**src/ps_cmd_defines.vh**
```
// constants for the supply management command handler
`ifndef PS_CMD_DEFINES_VH
`define PS_CMD_DEFINES_VH

// ---------------------------------------------------------------
// command codes
// ---------------------------------------------------------------
`define PS_CMD_OUTPUT_CTRL  8'h01
`define PS_CMD_CLEAR_FAULTS 8'h03
`define PS_CMD_WRITE_LOCK   8'h10
`define PS_CMD_RST_DEF_ALL  8'h12
`define PS_CMD_RST_DEF_ONE  8'h14
`define PS_CMD_RST_USER_ALL 8'h16
`define PS_CMD_STORE_USER   8'h17
`define PS_CMD_RST_USER_ONE 8'h18
`define PS_CMD_FORMAT       8'h20
`define PS_CMD_SETPOINT     8'h21
`define PS_CMD_VIN_ON       8'h35
`define PS_CMD_VIN_OFF      8'h36
`define PS_CMD_FAN_CFG      8'h3A
`define PS_CMD_FAN_OVR      8'h3B
`define PS_CMD_OV_LIMIT     8'h40
`define PS_CMD_OV_ACTION    8'h41
`define PS_CMD_HI_WARN      8'h42
`define PS_CMD_LO_WARN      8'h43
`define PS_CMD_UV_LIMIT     8'h44
`define PS_CMD_UV_ACTION    8'h45
`define PS_CMD_OC_LIMIT     8'h46
`define PS_CMD_OC_ACTION    8'h47

// ---------------------------------------------------------------
// data values
// ---------------------------------------------------------------
`define PS_OUT_ON           8'h80
`define PS_OUT_OFF          8'h00
`define PS_LOCK_NONE        8'h00
`define PS_LOCK_ALL         8'h80
`define PS_LOCK_BUT_OUTPUT  8'h40
`define PS_RESP_LATCH_UV    8'h80
`define PS_RESP_RESTART_UV  8'hC0
`define PS_RESP_LATCH_OC    8'hC0
`define PS_RESP_HICCUP_OC   8'hF8
`define PS_OV_ACTION_VAL    8'h80
`define PS_FAN_CFG_VAL      8'h90
`define PS_FAN_FULL         8'h64
`define PS_FAN_INTERNAL     8'h00
`define PS_MODE_LINEAR      3'h0
`define PS_VOUT_EXP         5'h17
`define PS_OV_RETRIES       2'h3

// ---------------------------------------------------------------
// factory defaults, voltages in linear units of the fixed exponent
// ---------------------------------------------------------------
`define PS_DEF_SETPOINT     16'h1800
`define PS_DEF_OV_LIMIT     16'h1D9A
`define PS_DEF_HI_WARN      16'h1B9A
`define PS_DEF_LO_WARN      16'h159A
`define PS_DEF_UV_LIMIT     16'h1400
`define PS_DEF_OC_LIMIT     16'h0044
`define PS_OC_LOWLINE_LIMIT 16'h002D
`define PS_VIN_ON_LOW       16'h005A
`define PS_VIN_OFF_LOW      16'h0050
`define PS_VIN_ON_HIGH      16'h00B4
`define PS_VIN_OFF_HIGH     16'h00AA

// ---------------------------------------------------------------
// settings table slots
// ---------------------------------------------------------------
`define PS_IX_SETPOINT      3'h0
`define PS_IX_OV_LIMIT      3'h1
`define PS_IX_HI_WARN       3'h2
`define PS_IX_LO_WARN       3'h3
`define PS_IX_UV_LIMIT      3'h4
`define PS_IX_UV_ACTION     3'h5
`define PS_IX_OC_LIMIT      3'h6
`define PS_IX_OC_ACTION     3'h7

// ---------------------------------------------------------------
// timing: clock rate, tick, retry delay and window
// ---------------------------------------------------------------
`define PS_CLK_MHZ          250
`define PS_TICK_US          1000
`define PS_RETRY_MS         1000
`define PS_WINDOW_MS        60000

`endif

```
**src/ps_cmd_handler.v**
```verilog
// management bus command handler of a rack power supply
//
// Functional notes
// - output control accepts 0x80 on, 0x00 off
// - off then on restart clears alarms, shutdowns
// - fault clear only from side in control
// - still present faults set again after clear
// - write lock decodes 00, 80, 40
// - reads always work; lock writes always accepted
// - lock resets open, never stored as user
// - restore all reloads factory defaults
// - single restore factory, store user, restore user
// - format byte linear, fixed exponent
// - set-point writable, override pin wins restart after off, not power-up
// - input thresholds read-only, line dependent
// - fan configured for duty cycle only
// - fan override percent, below required errors
// - overvoltage limit shuts output down
// - overvoltage retries thrice, latches within window
// - latch released by pin or command cycle
// - alert on high or low warning
// - undervoltage shutdown masked on input dropout
// - undervoltage response only latch or restart
// - overcurrent limit fixed at low line
// - overcurrent response only latch or hiccup
`timescale 1ns/1ps
`include "ps_cmd_defines.vh"

module ps_cmd_handler #(
  parameter [6:0] SLAVE_ADDR = 7'h58,
  parameter TICK_CYCLES = `PS_CLK_MHZ * `PS_TICK_US,
  parameter [16:0] RETRY_TICKS = `PS_RETRY_MS,
  parameter [16:0] WINDOW_TICKS = `PS_WINDOW_MS
) (
  input wire mclk_i,
  input wire sys_rst_i,
  input wire scl_i,
  input wire sda_i,
  output reg sda_o,
  output reg sda_oe_n_o,
  input wire ctrl_side_i,
  input wire on_pin_i,
  input wire high_line_i,
  input wire input_dropout_i,
  input wire setpoint_pin_sel_i,
  input wire [15:0] setpoint_pin_i,
  input wire [15:0] vout_meas_i,
  input wire [15:0] iout_meas_i,
  input wire [7:0] fan_min_duty_i,
  output reg main_on_o,
  output reg [15:0] setpoint_o,
  output reg [7:0] fan_duty_o,
  output reg [7:0] fault_flags_o,
  output reg latched_off_o,
  output reg alert_n_o
);

  // ---------------------------------------------------------------
  // input synchronisers
  // ---------------------------------------------------------------
  reg [1:0] scl_q, sda_q;
  reg scl_d, sda_d;
  reg [7:0] lvl_a, lvl_b;
  reg [15:0] vsp_a, vsp_b, vm_a, vm_b, im_a, im_b;
  reg [7:0] fmin_a, fmin_b;
  wire ctrl_side = lvl_b[0];
  wire pin_on = lvl_b[1];
  wire high_line = lvl_b[2];
  wire dropout = lvl_b[3];
  wire sp_pin_sel = lvl_b[4];

  // two flops on every pin; third scl/sda flop is for edge finding only
  always @(posedge mclk_i) begin
    scl_q <= {scl_q[0], scl_i};
    sda_q <= {sda_q[0], sda_i};
    scl_d <= scl_q[1];
    sda_d <= sda_q[1];
    lvl_a <= {3'h0, setpoint_pin_sel_i, input_dropout_i, high_line_i, on_pin_i, ctrl_side_i};
    lvl_b <= lvl_a;
    vsp_a <= setpoint_pin_i;
    vsp_b <= vsp_a;
    vm_a <= vout_meas_i;
    vm_b <= vm_a;
    im_a <= iout_meas_i;
    im_b <= im_a;
    fmin_a <= fan_min_duty_i;
    fmin_b <= fmin_a;
  end

  wire scl_rise = scl_q[1] & ~scl_d;
  wire scl_fall = ~scl_q[1] & scl_d;
  wire bus_start = scl_q[1] & scl_d & sda_d & ~sda_q[1];
  wire bus_stop = scl_q[1] & scl_d & ~sda_d & sda_q[1];

  // ---------------------------------------------------------------
  // settings table helpers
  // ---------------------------------------------------------------
  // slot of a storable setting; bit 3 set when the code has none
  function [3:0] slot_of;
    input [7:0] code;
    begin
      case (code)
        `PS_CMD_SETPOINT: slot_of = {1'b0, `PS_IX_SETPOINT};
        `PS_CMD_OV_LIMIT: slot_of = {1'b0, `PS_IX_OV_LIMIT};
        `PS_CMD_HI_WARN: slot_of = {1'b0, `PS_IX_HI_WARN};
        `PS_CMD_LO_WARN: slot_of = {1'b0, `PS_IX_LO_WARN};
        `PS_CMD_UV_LIMIT: slot_of = {1'b0, `PS_IX_UV_LIMIT};
        `PS_CMD_UV_ACTION: slot_of = {1'b0, `PS_IX_UV_ACTION};
        `PS_CMD_OC_LIMIT: slot_of = {1'b0, `PS_IX_OC_LIMIT};
        `PS_CMD_OC_ACTION: slot_of = {1'b0, `PS_IX_OC_ACTION};
        default: slot_of = 4'h8;
      endcase
    end
  endfunction

  // fixed factory values, never writable
  function [15:0] factory;
    input [2:0] ix;
    begin
      case (ix)
        `PS_IX_SETPOINT: factory = `PS_DEF_SETPOINT;
        `PS_IX_OV_LIMIT: factory = `PS_DEF_OV_LIMIT;
        `PS_IX_HI_WARN: factory = `PS_DEF_HI_WARN;
        `PS_IX_LO_WARN: factory = `PS_DEF_LO_WARN;
        `PS_IX_UV_LIMIT: factory = `PS_DEF_UV_LIMIT;
        `PS_IX_UV_ACTION: factory = {8'h00, `PS_RESP_RESTART_UV};
        `PS_IX_OC_LIMIT: factory = `PS_DEF_OC_LIMIT;
        default: factory = {8'h00, `PS_RESP_HICCUP_OC};
      endcase
    end
  endfunction

  // ---------------------------------------------------------------
  // command state and read-back mux
  // ---------------------------------------------------------------
  reg [15:0] cfg [0:7];
  reg [15:0] user [0:7];
  reg out_cmd_on;
  reg [7:0] lock;
  reg [7:0] fan_ovr;
  reg [7:0] cmd, d0, d1;
  reg [2:0] nbytes;
  reg rw;
  reg tx_hi;
  reg [15:0] rd_word;
  wire [3:0] rd_slot = slot_of(cmd);

  // every supported code reads regardless of lock
  always @* begin
    case (cmd)
      `PS_CMD_OUTPUT_CTRL: rd_word = {8'h00, out_cmd_on ? `PS_OUT_ON : `PS_OUT_OFF};
      `PS_CMD_WRITE_LOCK: rd_word = {8'h00, lock};
      `PS_CMD_FORMAT: rd_word = {8'h00, `PS_MODE_LINEAR, `PS_VOUT_EXP};
      `PS_CMD_VIN_ON: rd_word = high_line ? `PS_VIN_ON_HIGH : `PS_VIN_ON_LOW;
      `PS_CMD_VIN_OFF: rd_word = high_line ? `PS_VIN_OFF_HIGH : `PS_VIN_OFF_LOW;
      `PS_CMD_FAN_CFG: rd_word = {8'h00, `PS_FAN_CFG_VAL};
      `PS_CMD_FAN_OVR: rd_word = {8'h00, fan_ovr};
      `PS_CMD_OV_ACTION: rd_word = {8'h00, `PS_OV_ACTION_VAL};
      default: rd_word = rd_slot[3] ? 16'h0000 : cfg[rd_slot[2:0]];
    endcase
  end

  // ---------------------------------------------------------------
  // link engine: address, command, data bytes, read-back
  // ---------------------------------------------------------------
  localparam [4:0] L_IDLE = 5'h01;
  localparam [4:0] L_RX = 5'h02;
  localparam [4:0] L_ACK = 5'h04;
  localparam [4:0] L_TX = 5'h08;
  localparam [4:0] L_RACK = 5'h10;
  reg [4:0] lst;
  reg [3:0] bit_cnt;
  reg [7:0] shreg;
  reg exec;
  wire [7:0] tx_byte = tx_hi ? rd_word[15:8] : rd_word[7:0];

  // byte-level slave; a write runs when its stop is seen
  always @(posedge mclk_i) begin
    exec <= 1'b0;
    sda_o <= 1'b0;
    if (sys_rst_i) begin
      lst <= L_IDLE;
      bit_cnt <= 4'h0;
      shreg <= 8'h00;
      nbytes <= 3'h0;
      rw <= 1'b0;
      tx_hi <= 1'b0;
      cmd <= 8'h00;
      d0 <= 8'h00;
      d1 <= 8'h00;
      sda_oe_n_o <= 1'b1;
    end else if (bus_start) begin
      lst <= L_RX;
      bit_cnt <= 4'h0;
      nbytes <= 3'h0;
      sda_oe_n_o <= 1'b1;
    end else if (bus_stop) begin
      exec <= ~rw & (nbytes >= 3'h2) & ~lst[0];
      lst <= L_IDLE;
      sda_oe_n_o <= 1'b1;
    end else begin
      case (lst)
        L_IDLE: begin
          sda_oe_n_o <= 1'b1;
        end
        L_RX: begin
          if (scl_rise) begin
            shreg <= {shreg[6:0], sda_q[1]};
            bit_cnt <= bit_cnt + 4'h1;
          end else if (scl_fall && bit_cnt == 4'h8) begin
            bit_cnt <= 4'h0;
            if (nbytes == 3'h0 && shreg[7:1] != SLAVE_ADDR) begin
              lst <= L_IDLE;
            end else begin
              if (nbytes == 3'h0) begin
                rw <= shreg[0];
                tx_hi <= 1'b0;
              end
              if (nbytes == 3'h1)
                cmd <= shreg;
              if (nbytes == 3'h2)
                d0 <= shreg;
              if (nbytes == 3'h3)
                d1 <= shreg;
              if (nbytes != 3'h7)
                nbytes <= nbytes + 3'h1;
              sda_oe_n_o <= 1'b0; // acknowledge
              lst <= L_ACK;
            end
          end
        end
        L_ACK: begin
          if (scl_fall) begin
            if (rw) begin
              shreg <= {tx_byte[6:0], 1'b0};
              sda_oe_n_o <= tx_byte[7];
              bit_cnt <= 4'h1;
              lst <= L_TX;
            end else begin
              sda_oe_n_o <= 1'b1;
              lst <= L_RX;
            end
          end
        end
        L_TX: begin
          if (scl_fall) begin
            if (bit_cnt == 4'h8) begin
              sda_oe_n_o <= 1'b1;
              lst <= L_RACK;
            end else begin
              sda_oe_n_o <= shreg[7];
              shreg <= {shreg[6:0], 1'b0};
              bit_cnt <= bit_cnt + 4'h1;
            end
          end
        end
        L_RACK: begin
          if (scl_rise) begin
            if (sda_q[1])
              lst <= L_IDLE; // master ends the read
            else
              tx_hi <= ~tx_hi; // low byte first, then high
          end else if (scl_fall) begin
            shreg <= {tx_byte[6:0], 1'b0};
            sda_oe_n_o <= tx_byte[7];
            bit_cnt <= 4'h1;
            lst <= L_TX;
          end
        end
        default: begin
          lst <= L_IDLE;
          sda_oe_n_o <= 1'b1;
        end
      endcase
    end
  end

  // ---------------------------------------------------------------
  // write execution
  // ---------------------------------------------------------------
  wire [2:0] ndata = nbytes - 3'h2;
  wire [3:0] wr_slot = slot_of(cmd);
  wire [3:0] d0_slot = slot_of(d0);
  wire [15:0] wr_word = {d1, d0};
  wire lock_ok = (cmd == `PS_CMD_WRITE_LOCK) || (cmd == `PS_CMD_CLEAR_FAULTS) ||
    (lock == `PS_LOCK_NONE) ||
    (lock == `PS_LOCK_BUT_OUTPUT && cmd == `PS_CMD_OUTPUT_CTRL);
  reg data_err, refused, clr_req, restart;
  reg [3:0] pst;
  integer i;

  always @(posedge mclk_i) begin
    data_err <= 1'b0;
    refused <= 1'b0;
    clr_req <= 1'b0;
    if (sys_rst_i) begin
      out_cmd_on <= 1'b1; // on after power-up
      lock <= `PS_LOCK_NONE;
      fan_ovr <= `PS_FAN_INTERNAL;
      for (i = 0; i < 8; i = i + 1) begin
        cfg[i] <= factory(i[2:0]);
        user[i] <= factory(i[2:0]);
      end
    end else if (exec && !lock_ok) begin
      refused <= 1'b1;
    end else if (exec) begin
      case (cmd)
        `PS_CMD_OUTPUT_CTRL: begin
          if (d0 == `PS_OUT_ON && ndata == 3'h1)
            out_cmd_on <= 1'b1;
          else if (d0 == `PS_OUT_OFF && ndata == 3'h1)
            out_cmd_on <= 1'b0;
          else
            data_err <= 1'b1;
        end
        `PS_CMD_CLEAR_FAULTS: clr_req <= ctrl_side;
        `PS_CMD_WRITE_LOCK: begin
          if (d0 == `PS_LOCK_NONE || d0 == `PS_LOCK_ALL || d0 == `PS_LOCK_BUT_OUTPUT)
            lock <= d0;
          else
            data_err <= 1'b1;
        end
        `PS_CMD_RST_DEF_ALL: begin
          for (i = 0; i < 8; i = i + 1)
            cfg[i] <= factory(i[2:0]);
        end
        `PS_CMD_RST_USER_ALL: begin
          for (i = 0; i < 8; i = i + 1)
            cfg[i] <= user[i];
        end
        `PS_CMD_RST_DEF_ONE: begin
          if (d0_slot[3])
            data_err <= 1'b1;
          else
            cfg[d0_slot[2:0]] <= factory(d0_slot[2:0]);
        end
        `PS_CMD_STORE_USER: begin
          if (d0_slot[3])
            data_err <= 1'b1; // lock has no slot, never saved
          else
            user[d0_slot[2:0]] <= cfg[d0_slot[2:0]];
        end
        `PS_CMD_RST_USER_ONE: begin
          if (d0_slot[3])
            data_err <= 1'b1;
          else
            cfg[d0_slot[2:0]] <= user[d0_slot[2:0]];
        end
        `PS_CMD_FAN_CFG: data_err <= (d0 != `PS_FAN_CFG_VAL);
        `PS_CMD_FAN_OVR: begin
          if (d0 == `PS_FAN_INTERNAL)
            fan_ovr <= `PS_FAN_INTERNAL;
          else if (d0 > `PS_FAN_FULL || d0 < fmin_b)
            data_err <= 1'b1;
          else
            fan_ovr <= d0;
        end
        `PS_CMD_UV_ACTION: begin
          if (d0 == `PS_RESP_LATCH_UV || d0 == `PS_RESP_RESTART_UV)
            cfg[`PS_IX_UV_ACTION] <= {8'h00, d0};
          else
            data_err <= 1'b1;
        end
        `PS_CMD_OC_ACTION: begin
          if (d0 == `PS_RESP_LATCH_OC || d0 == `PS_RESP_HICCUP_OC)
            cfg[`PS_IX_OC_ACTION] <= {8'h00, d0};
          else
            data_err <= 1'b1;
        end
        default: begin
          if (wr_slot[3] || ndata != 3'h2)
            data_err <= 1'b1; // read-only or unknown code
          else
            cfg[wr_slot[2:0]] <= wr_word;
        end
      endcase
    end
    // pin wins at restart after off, even over a set-point write that lands in the same cycle
    if (!sys_rst_i && restart && sp_pin_sel)
      cfg[`PS_IX_SETPOINT] <= vsp_b;
  end

  // ---------------------------------------------------------------
  // millisecond tick
  // ---------------------------------------------------------------
  reg [31:0] tick_cnt;
  reg tick;

  always @(posedge mclk_i) begin
    if (sys_rst_i || tick_cnt == TICK_CYCLES - 1) begin
      tick_cnt <= 32'h0;
      tick <= ~sys_rst_i;
    end else begin
      tick_cnt <= tick_cnt + 32'h1;
      tick <= 1'b0;
    end
  end

  // ---------------------------------------------------------------
  // output power sequencing
  // ---------------------------------------------------------------
  localparam [3:0] P_ON = 4'h1;
  localparam [3:0] P_OFF = 4'h2;
  localparam [3:0] P_WAIT = 4'h4;
  localparam [3:0] P_LATCH = 4'h8;
  reg [16:0] wait_ms, win_ms;
  reg win_run;
  reg [1:0] retries;
  wire want_on = out_cmd_on & pin_on;
  wire [15:0] oc_lim = high_line ? cfg[`PS_IX_OC_LIMIT] : `PS_OC_LOWLINE_LIMIT;
  wire trip_ov = pst[0] && vm_b > cfg[`PS_IX_OV_LIMIT];
  wire trip_uv = pst[0] && !dropout && vm_b < cfg[`PS_IX_UV_LIMIT];
  wire trip_oc = pst[0] && im_b > oc_lim;
  wire warn_hi = pst[0] && vm_b > cfg[`PS_IX_HI_WARN];
  wire warn_lo = pst[0] && vm_b < cfg[`PS_IX_LO_WARN];

  // shutdown, retry, latch and restart
  always @(posedge mclk_i) begin
    restart <= 1'b0;
    if (sys_rst_i) begin
      pst <= P_ON;
      wait_ms <= 17'h0;
      win_ms <= 17'h0;
      win_run <= 1'b0;
      retries <= 2'h0;
    end else begin
      if (win_run && tick) begin
        if (win_ms == WINDOW_TICKS - 17'h1) begin
          win_run <= 1'b0; // window from first trip over: count starts over
          retries <= 2'h0;
        end else begin
          win_ms <= win_ms + 17'h1;
        end
      end
      if (pst[2] && tick)
        wait_ms <= wait_ms + 17'h1;
      case (pst)
        P_ON: begin
          wait_ms <= 17'h0;
          if (!want_on) begin
            pst <= P_OFF;
          end else if (trip_ov) begin
            if (!win_run) begin
              win_run <= 1'b1;
              win_ms <= 17'h0;
            end
            if (retries == `PS_OV_RETRIES) begin
              pst <= P_LATCH;
            end else begin
              retries <= retries + 2'h1;
              pst <= P_WAIT;
            end
          end else if (trip_uv) begin
            pst <= (cfg[`PS_IX_UV_ACTION][7:0] == `PS_RESP_LATCH_UV) ? P_LATCH : P_WAIT;
          end else if (trip_oc) begin
            pst <= (cfg[`PS_IX_OC_ACTION][7:0] == `PS_RESP_LATCH_OC) ? P_LATCH : P_WAIT;
          end
        end
        P_WAIT: begin
          if (!want_on)
            pst <= P_OFF;
          else if (wait_ms == RETRY_TICKS)
            pst <= P_ON; // one second between retries
        end
        P_LATCH: begin
          if (!want_on)
            pst <= P_OFF;
        end
        P_OFF: begin
          if (want_on) begin
            pst <= P_ON;
            restart <= 1'b1;
            retries <= 2'h0;
            win_run <= 1'b0;
          end
        end
        default: pst <= P_OFF;
      endcase
    end
  end

  // ---------------------------------------------------------------
  // sticky fault flags, alert and outputs
  // ---------------------------------------------------------------
  reg [7:0] flags;
  wire [7:0] flag_set = {trip_ov, warn_hi, warn_lo, trip_uv, trip_oc, data_err, pst[3], refused};
  wire [7:0] clr_mask = (clr_req || restart) ? 8'hFF : 8'h00;
  // a cause present in the clearing cycle sets its flag again
  wire [7:0] next_flags = (flags & ~clr_mask) | flag_set;

  always @(posedge mclk_i) begin
    if (sys_rst_i) begin
      flags <= 8'h00;
      alert_n_o <= 1'b1;
      fault_flags_o <= 8'h00;
      main_on_o <= 1'b0;
      latched_off_o <= 1'b0;
      setpoint_o <= `PS_DEF_SETPOINT;
      fan_duty_o <= 8'h00;
    end else begin
      flags <= next_flags;
      fault_flags_o <= next_flags;
      alert_n_o <= ~(|next_flags);
      main_on_o <= pst[0];
      latched_off_o <= pst[3];
      setpoint_o <= cfg[`PS_IX_SETPOINT];
      fan_duty_o <= (fan_ovr == `PS_FAN_INTERNAL) ? fmin_b : fan_ovr;
    end
  end

endmodule

```
**config.mk**
```make
export PLATFORM = sky130hd
export DESIGN_NAME = ps_cmd_handler
export DESIGN_NICKNAME = d
export VERILOG_FILES = /design/src/ps_cmd_handler.v
export VERILOG_INCLUDE_DIRS = /design/src
export SDC_FILE = /design/constraint.sdc
export NUM_CORES = 1
export LEC_CHECK = 0
export BUFFER_PORTS_ARGS = -buffer_cell sky130_fd_sc_hd__buf_2
export CORE_UTILIZATION = 52
export DETAILED_ROUTE_END_ITERATION = 8
export PLACE_DENSITY = 0.74
export SKIP_LAST_GASP = 1
export SLEW_MARGIN = 20
export SYNTH_ARGS = -nofsm -noshare
export SYNTH_HDL_FRONTEND = slang
export SYNTH_SLANG_ARGS = --single-unit
```
**constraint.sdc**
```tcl
create_clock -name mclk_i -period 5.4 [get_ports mclk_i]
set_input_delay 0.27 -clock mclk_i [delete_from_list [all_inputs] [get_ports mclk_i]]
set_output_delay 0.27 -clock mclk_i [all_outputs]
set_load 0.01 [all_outputs]
```
==> impl_metrics.toml, run 1 <==
[setup_path]
cpPeakStageDelay_ns = 0.78
crit_fanout = 19
cpMostUsedCell = "nand2_1"
cp_cell_sequence = "nor2b_1 > a31oi_1 > o32ai_4 > nand2_1 > nor3_2 > nand3_1 > nand2_1"
worst_ep_arrival_time_ns = 4.90
critPathLaunch = "cmd[0]$_SDFFE_PP0P_"
crit_path_end_kind = "flop"
cp.required_ns = 5.66
slowest_stage = "dfxtp_1"
start_kind = "flop"
crit_type = "reg2reg"
r2r_end = "user[6][2]$_SDFFCE_PN1P_"
r2r_setup_slack_ns = 0.76
reg2reg_depth = 7
timing.rr.start = "cmd[0]$_SDFFE_PP0P_"

[synthesis]
synth-adder-area-share_pct = 4.76
synth_top_family_by_area = "simple AND/OR/NAND/NOR gates"
yosys_register_bits = 562
synthFlopType = "dfxtp_1"
ys_seq_area_share_pct = 51.5
netlist_area_sq_um = 26800
synth-simple-area-share_pct = 20.2
synth_cell_types = 81
synth_compound_area_share_pct = 16.0
synth_edf_count = 256
syn_inst = 2813
synthXorXnorAreaFrac_pct = 1.86
synth.avg_cell_area_sq_um = 9.54
synthMuxAreaShare_pct = 2.02
async_reset_ff_share_pct = 0
synth_nets = 2980
ys.warnings.count = 0

[cts]
post_cts_resized = 0
numCtsBuffers = 56
insertion_delay_ns = 0.63
cts_tree = "built"
htreeDepth = 2
cts_hold_buf = 63
cts_setup_buffers = 0
cts_root_buffer = "clkbuf_16"
cts_max_path_buffers = 3
path_clk_slew_ns = 0.06
cts_sinks = 562

[sta]
report.final.slew_viol_count = 0
worst_pin_slew_ns = 1.16
rsz0062_at_grt = "no"
skew_ns = 0.0191
max_freq_ghz = 0.216
final.setup.tns_ns = 0
hold_viol = 0
period_share_pct = 85.9
slew_headroom_pct = 22.1
min_period_ns = 4.64
setup_viol = 0

[cells_and_area]
diodes = 0
syn_to_final_growth_pct = 14.6
stdcell_area_sq_um = 30700
fin_nets = 3101
drive_gt1_share_pct = 10.4
fillCellCount = 4221

[grt]
grt_remaining_overflow = 0
grt_pass1_wl_um = 150000
grt_pass1_vias = 22349
antenna_found_initial = 2
grt_usage_pct = 39.2
grt_max_degree = 86

[worst_hold_path]
worstHoldPathCells = 2
whs_endpoint = "cmd[2]$_SDFFE_PP0P_"
hold_class = "in2reg"
holdCritStartpoint = "sys_rst_i"

[floorplan]
rows = 82
design.die.area_sq_um = 52500
io_pins = 102
die-height_um = 229
fp.dieW_um = 229
start_util_pct = 53.1
core_sq_um = 50500

[place]
placed_area_sq_um = 28100
port_buffers = 100
gp_congestion = 1.02
dp_hpwl_um = 78000

[run_status]
status = "complete, no violations"

[power]
leakagePower_nw = 11.9
max-vdd-ir-drop_mv = 0.363
p_seq_share_pct = 50.8
p_sw_share_pct = 22.6
intPower_mw = 7.13
power_density_nw_per_um2 = 299
p_sw_mw = 2.08
clock_power_share_pct = 44.6
p_comb_share_pct = 4.6

[flow_run]
cap_violations = 0

[routing]
drt-initial-drc-count = 3490
drt-total-wl_um = 104000
firstDrtPassIters = 7
drc = 0
wl_per_cell_um = 28.5
ant_nets = 0
via_count = 23789
viasPerCell = 6.52
-- layout make-up --
class / instances / area [sq um] / area share [%]
clock buffer: 76 / 1630 / 5.31
sequential: 562 / 13800 / 44.9
tap: 672 / 841 / 2.73
clock inverter: 25 / 313 / 1.02
inverter: 102 / 383 / 1.25
multi-input combinational: 1995 / 12200 / 39.7
timing repair buffer: 217 / 1560 / 5.06
-- registers in the layout (all words and copies together), names as in the netlist, 17 cells and up --
register,cells
tick_cnt,32
wait_ms,17
win_ms,17
user,128
cfg,128
-- worst max-delay path, delay by kind of cell (launching register included) --
| kind | cells | cell delay, ns |
|---|---|---|
| AOI/OAI and AO/OA | 2 | 0.48 |
| DFF | 1 | 0.78 |
| and+or+nand+nor | 5 | 3.01 |
-- power by group through the flow --
stage | Sequential (mW) | Clock, mW | Combinational, mW
4_1_cts | 4.67 | 4.11 | 0.412
6_report | 4.68 | 4.10 | 0.424
2_1_floorplan | 4.70 | 0 | 0.221
3_5_place_dp | 4.76 | 0 | 0.372
3_3_place_gp | 4.76 | 0 | 0.360
5_1_grt | 4.68 | 4.29 | 0.457
-- cell usage after synthesis (all sizes together) (26+ instances only) --
cell type / n / area (sq um)
nand2: 454 / 1700
o21ai: 97 / 489
a31oi: 41 / 263
nor2: 304 / 1140
and3: 53 / 332
mux2i: 44 / 440
xor2: 32 / 280
a21oi: 113 / 566
nor2b: 32 / 200
o211ai: 75 / 563
a22o: 71 / 622
buf: 26 / 123
clkbuf: 128 / 480
edfxtp: 256 / 7690
a311oi: 29 / 254
nand4: 41 / 257
ha: 102 / 1280
dfxtp: 306 / 6130
nand3: 130 / 651
nor3: 31 / 160
inv: 102 / 383
-- layout by cell type (no fill, tap or decap), drive strengths merged, types with 24 or more instances in the layout --
cell / instances
nand2: 454
dfxtp: 306
nor2: 304
edfxtp: 256
buf: 154
nand3: 130
a21oi: 113
inv: 106
ha: 102
o21ai: 97
clkbuf: 76
o211ai: 75
a22o: 71
dlygate4sd3: 63
and3: 53
mux2i: 44
nand4: 41
a31oi: 41
nor2b: 32
xor2: 32
nor3: 31
a311oi: 29
a21o: 25
xnor2: 25
nand2b: 24
o22a: 24
a211oi: 24
-- per-layer routing --
layer	vias up	share of wire [%]	GRT usage, %
met5	-	0.012	0
met4	2	3.9	14.3
met3	221	12	8.60
met2	1608	42	57.6
met1	11497	42	56.3
li1	10461	-	-
-- worst max-delay path by stage --
stage,to,slack [ns],cells after the start
finish,user[6][2]$_SDFFCE_PN1P_,0.76,7
global route,user[6][7]$_SDFFCE_PN0P_,0.50,7
CTS,user[6][5]$_SDFFCE_PN0P_,0.92,7
detailed placement,user[6][2]$_SDFFCE_PN1P_,0.94,7
global placement,user[6][2]$_SDFFCE_PN1P_,1.08,7
floorplan,user[5][0]$_SDFFCE_PN0P_,2.01,9
-- metrics by stage --
stage               hold WS, ns  power (mW)  setup slack, ns  instances  util [%]
floorplan                 0.298        4.92             2.01       2813         -
global placement          0.310        5.12             1.08       3484      55.8
detailed placement        0.312        5.13            0.944       3484      55.8
CTS                      0.0975        9.19            0.924       3648      60.9
global route              0.129        9.43            0.498       3649      60.9
finish                    0.118        9.20            0.763       3649      60.9
-- cells by family (layout without fill, tap and decap cells) --
| group | after synthesis | count (layout) |
|---|---|---|
| mux | 51 | 51 |
| other cells | 1 | 1 |
| buf+inv | 256 | 420 |
| flops | 562 | 562 |
| simple gates | 1179 | 1179 |
| xor+xnor | 57 | 57 |
| compound gates | 605 | 605 |
| fa+ha+maj | 102 | 102 |
Power figures use the tool's default switching activity.
==> run 2, diff against run 1 <==
--- a/config.mk
+++ b/config.mk
@@ -7,9 +7,11 @@
 export NUM_CORES = 1
 export LEC_CHECK = 0
 export BUFFER_PORTS_ARGS = -buffer_cell sky130_fd_sc_hd__buf_2
+export CELL_PAD_IN_SITES_DETAIL_PLACEMENT = 1
+export CELL_PAD_IN_SITES_GLOBAL_PLACEMENT = 1
 export CORE_UTILIZATION = 52
 export DETAILED_ROUTE_END_ITERATION = 8
-export PLACE_DENSITY = 0.74
+export PLACE_DENSITY = 0.89
 export SKIP_LAST_GASP = 1
 export SLEW_MARGIN = 20
 export SYNTH_ARGS = -nofsm -noshare
==> impl_metrics.toml, run 2 (same netlist as run 1, synthesis figures left out) <==
[run_status]
status = "complete, no violations"

[cells_and_area]
fin_nets = 3103
fillCellCount = 5434
seq_area_sq_um = 13800
final_cell_mix = "nand2_1, dfxtp_1, nor2_1"
syn_to_final_growth_pct = 14.8
post-route-util_pct = 61.0
reg.largest.list = "cfg x128, user x128, tick_cnt x32"
final_common_cell = "nand2_1"
multiInputGateArea_sq_um = 12200
drive_gt1_share_pct = 10.3

[sta]
holdWs_ns = 0.132
period_share_pct = 85.4
hold_viol = 0
final.setup.tns_ns = 0
setup_viol = 0
report.final.slew_viol_count = 0
min_period_ns = 4.61
worst_pin_slew_ns = 1.19
max_freq_ghz = 0.217
slew_headroom_pct = 20.6
rsz0062_at_grt = "no"
skew_ns = 0.0357

[grt]
met1_usage_pct = 60.1
grt_pass1_vias = 25268
grtUsageMet3_pct = 10.6
grt_usage_pct = 46.5
busiest_layer = "met2"
grt_remaining_overflow = 0
grt_pass1_wl_um = 178000
antenna_found_initial = 6
met2_usage_pct = 70.8
grt_max_degree = 94

[setup_path]
crit_type = "reg2reg"
crit_path_end_kind = "flop"
critPathTopFamily = "compound AO/OA/AOI/OAI gates"
worst_ep_arrival_time_ns = 5.10
crit_fanout = 43
cpMostUsedCell = "nand4_1"
start_kind = "flop"
slowest_stage = "nand4_1"
cpPeakStageDelay_ns = 0.79
cp_cell_sequence = "or4b_1 > a211o_4 > nand4_1 > nand4_1 > a21o_1 > a21oi_1 > o22a_1"
path_buf_inv = 0
cp.required_ns = 5.89

[floorplan]
design.die.area_sq_um = 52500
fp.dieW_um = 229
start_util_pct = 53.1
io_pins = 102
core_sq_um = 50500
die-height_um = 229
rows = 82

[flow_run]
cap_violations = 0

[cts]
cts_setup_buffers = 0
path_clk_slew_ns = 0.06
cts_hold_buf = 63
htreeDepth = 2
post_cts_resized = 0
cts_sinks = 562
insertion_delay_ns = 0.66
cts_max_path_buffers = 3
cts_root_buffer = "clkbuf_16"
numCtsBuffers = 58
cts_tree = "built"

[place]
dp_hpwl_um = 85600
port_buffers = 100
gp_congestion = 1.05

[routing]
viasPerCell = 6.92
firstDrtPassIters = 5
drt-total-wl_um = 124000
drc = 0
wl_per_cell_um = 33.9
via_count = 25273
drt-initial-drc-count = 3509
ant_nets = 0

[power]
power_density_nw_per_um2 = 306
max-vdd-ir-drop_mv = 0.389
leakagePower_nw = 11.9

[worst_hold_path]
hold_class = "in2reg"
==> run 2: changes by cell type in the layout (fill, tap and decap cells not counted), moves of 2 or more <==
cell	change
a31oi_2	-2
diode_2	+2
a31oi_1	+2
clkbuf_16	+3
buf_4	-2
buf_12	+2
bufinv_16	-2
clkbuf_1	+4
clkinv_2	-4
==> run 2: power by group <==
group | internal (mW) | leakage, nW | switching [mW]
logic | 0.163 | 5.99 | 0.308
clock network | 2.41 | 0.960 | 1.86
registers | 4.56 | 4.95 | 0.136
total | 7.13 | 11.9 | 2.30
==> run 2: layout make-up <==
class	instances	share of cell area [%]
Antenna cell	2	0.0163
Clock buffer	82	5.57
Timing Repair Buffer	217	5.13
Inverter	102	1.24
Multi-Input combinational cell	1995	39.6
Sequential cell	562	44.9
Tap cell	672	2.73
Clock inverter	21	0.805
==> run 2: per-stage QoR <==
| step | setup slack (ns) | total power, mW | instance area, sq um | std cells |
|---|---|---|---|---|
| floorplan | 2.01 | 4.92 | 26800 | 2813 |
| global placement | 1.11 | 5.12 | 28200 | 3484 |
| detailed placement | 0.981 | 5.15 | 28200 | 3484 |
| CTS | 0.974 | 9.30 | 30800 | 3650 |
| global route | 0.558 | 9.58 | 30800 | 3651 |
| finish | 0.788 | 9.43 | 30800 | 3653 |
==> run 2: final timing paths <==
| kind | from | to | slack, ns | depth (start not counted) |
|---|---|---|---|---|
| hold / removal | sys_rst_i | cmd[3]$_SDFFE_PP0P_ | 0.13 | 2 |
| setup reg to reg | d0[6]$_SDFFE_PP0P_ | cfg[3][1]$_DFFE_PP_ | 0.79 | 7 |
| hold reg to reg | lvl_a[2]$_DFF_P_ | lvl_b[2]$_DFF_P_ | 0.32 | 0 |
| setup / recovery | d0[6]$_SDFFE_PP0P_ | cfg[3][1]$_DFFE_PP_ | 0.79 | 7 |
==> run 2: per-layer routing <==
| layer | up-vias | wire [um] |
|---|---|---|
| met3 | 460 | 14300 |
| met5 | - | 50 |
| met2 | 1846 | 54400 |
| met1 | 12526 | 46300 |
| met4 | 8 | 8690 |
| li1 | 10433 | - |
==> run 2: worst reg2reg max path: cells and delay by family, from the launching register on <==
| kind | cells | cell delay [ns] |
|---|---|---|
| AOI/OAI and AO/OA | 4 | 2.09 |
| and+or+nand+nor | 3 | 1.71 |
| DFF | 1 | 0.69 |
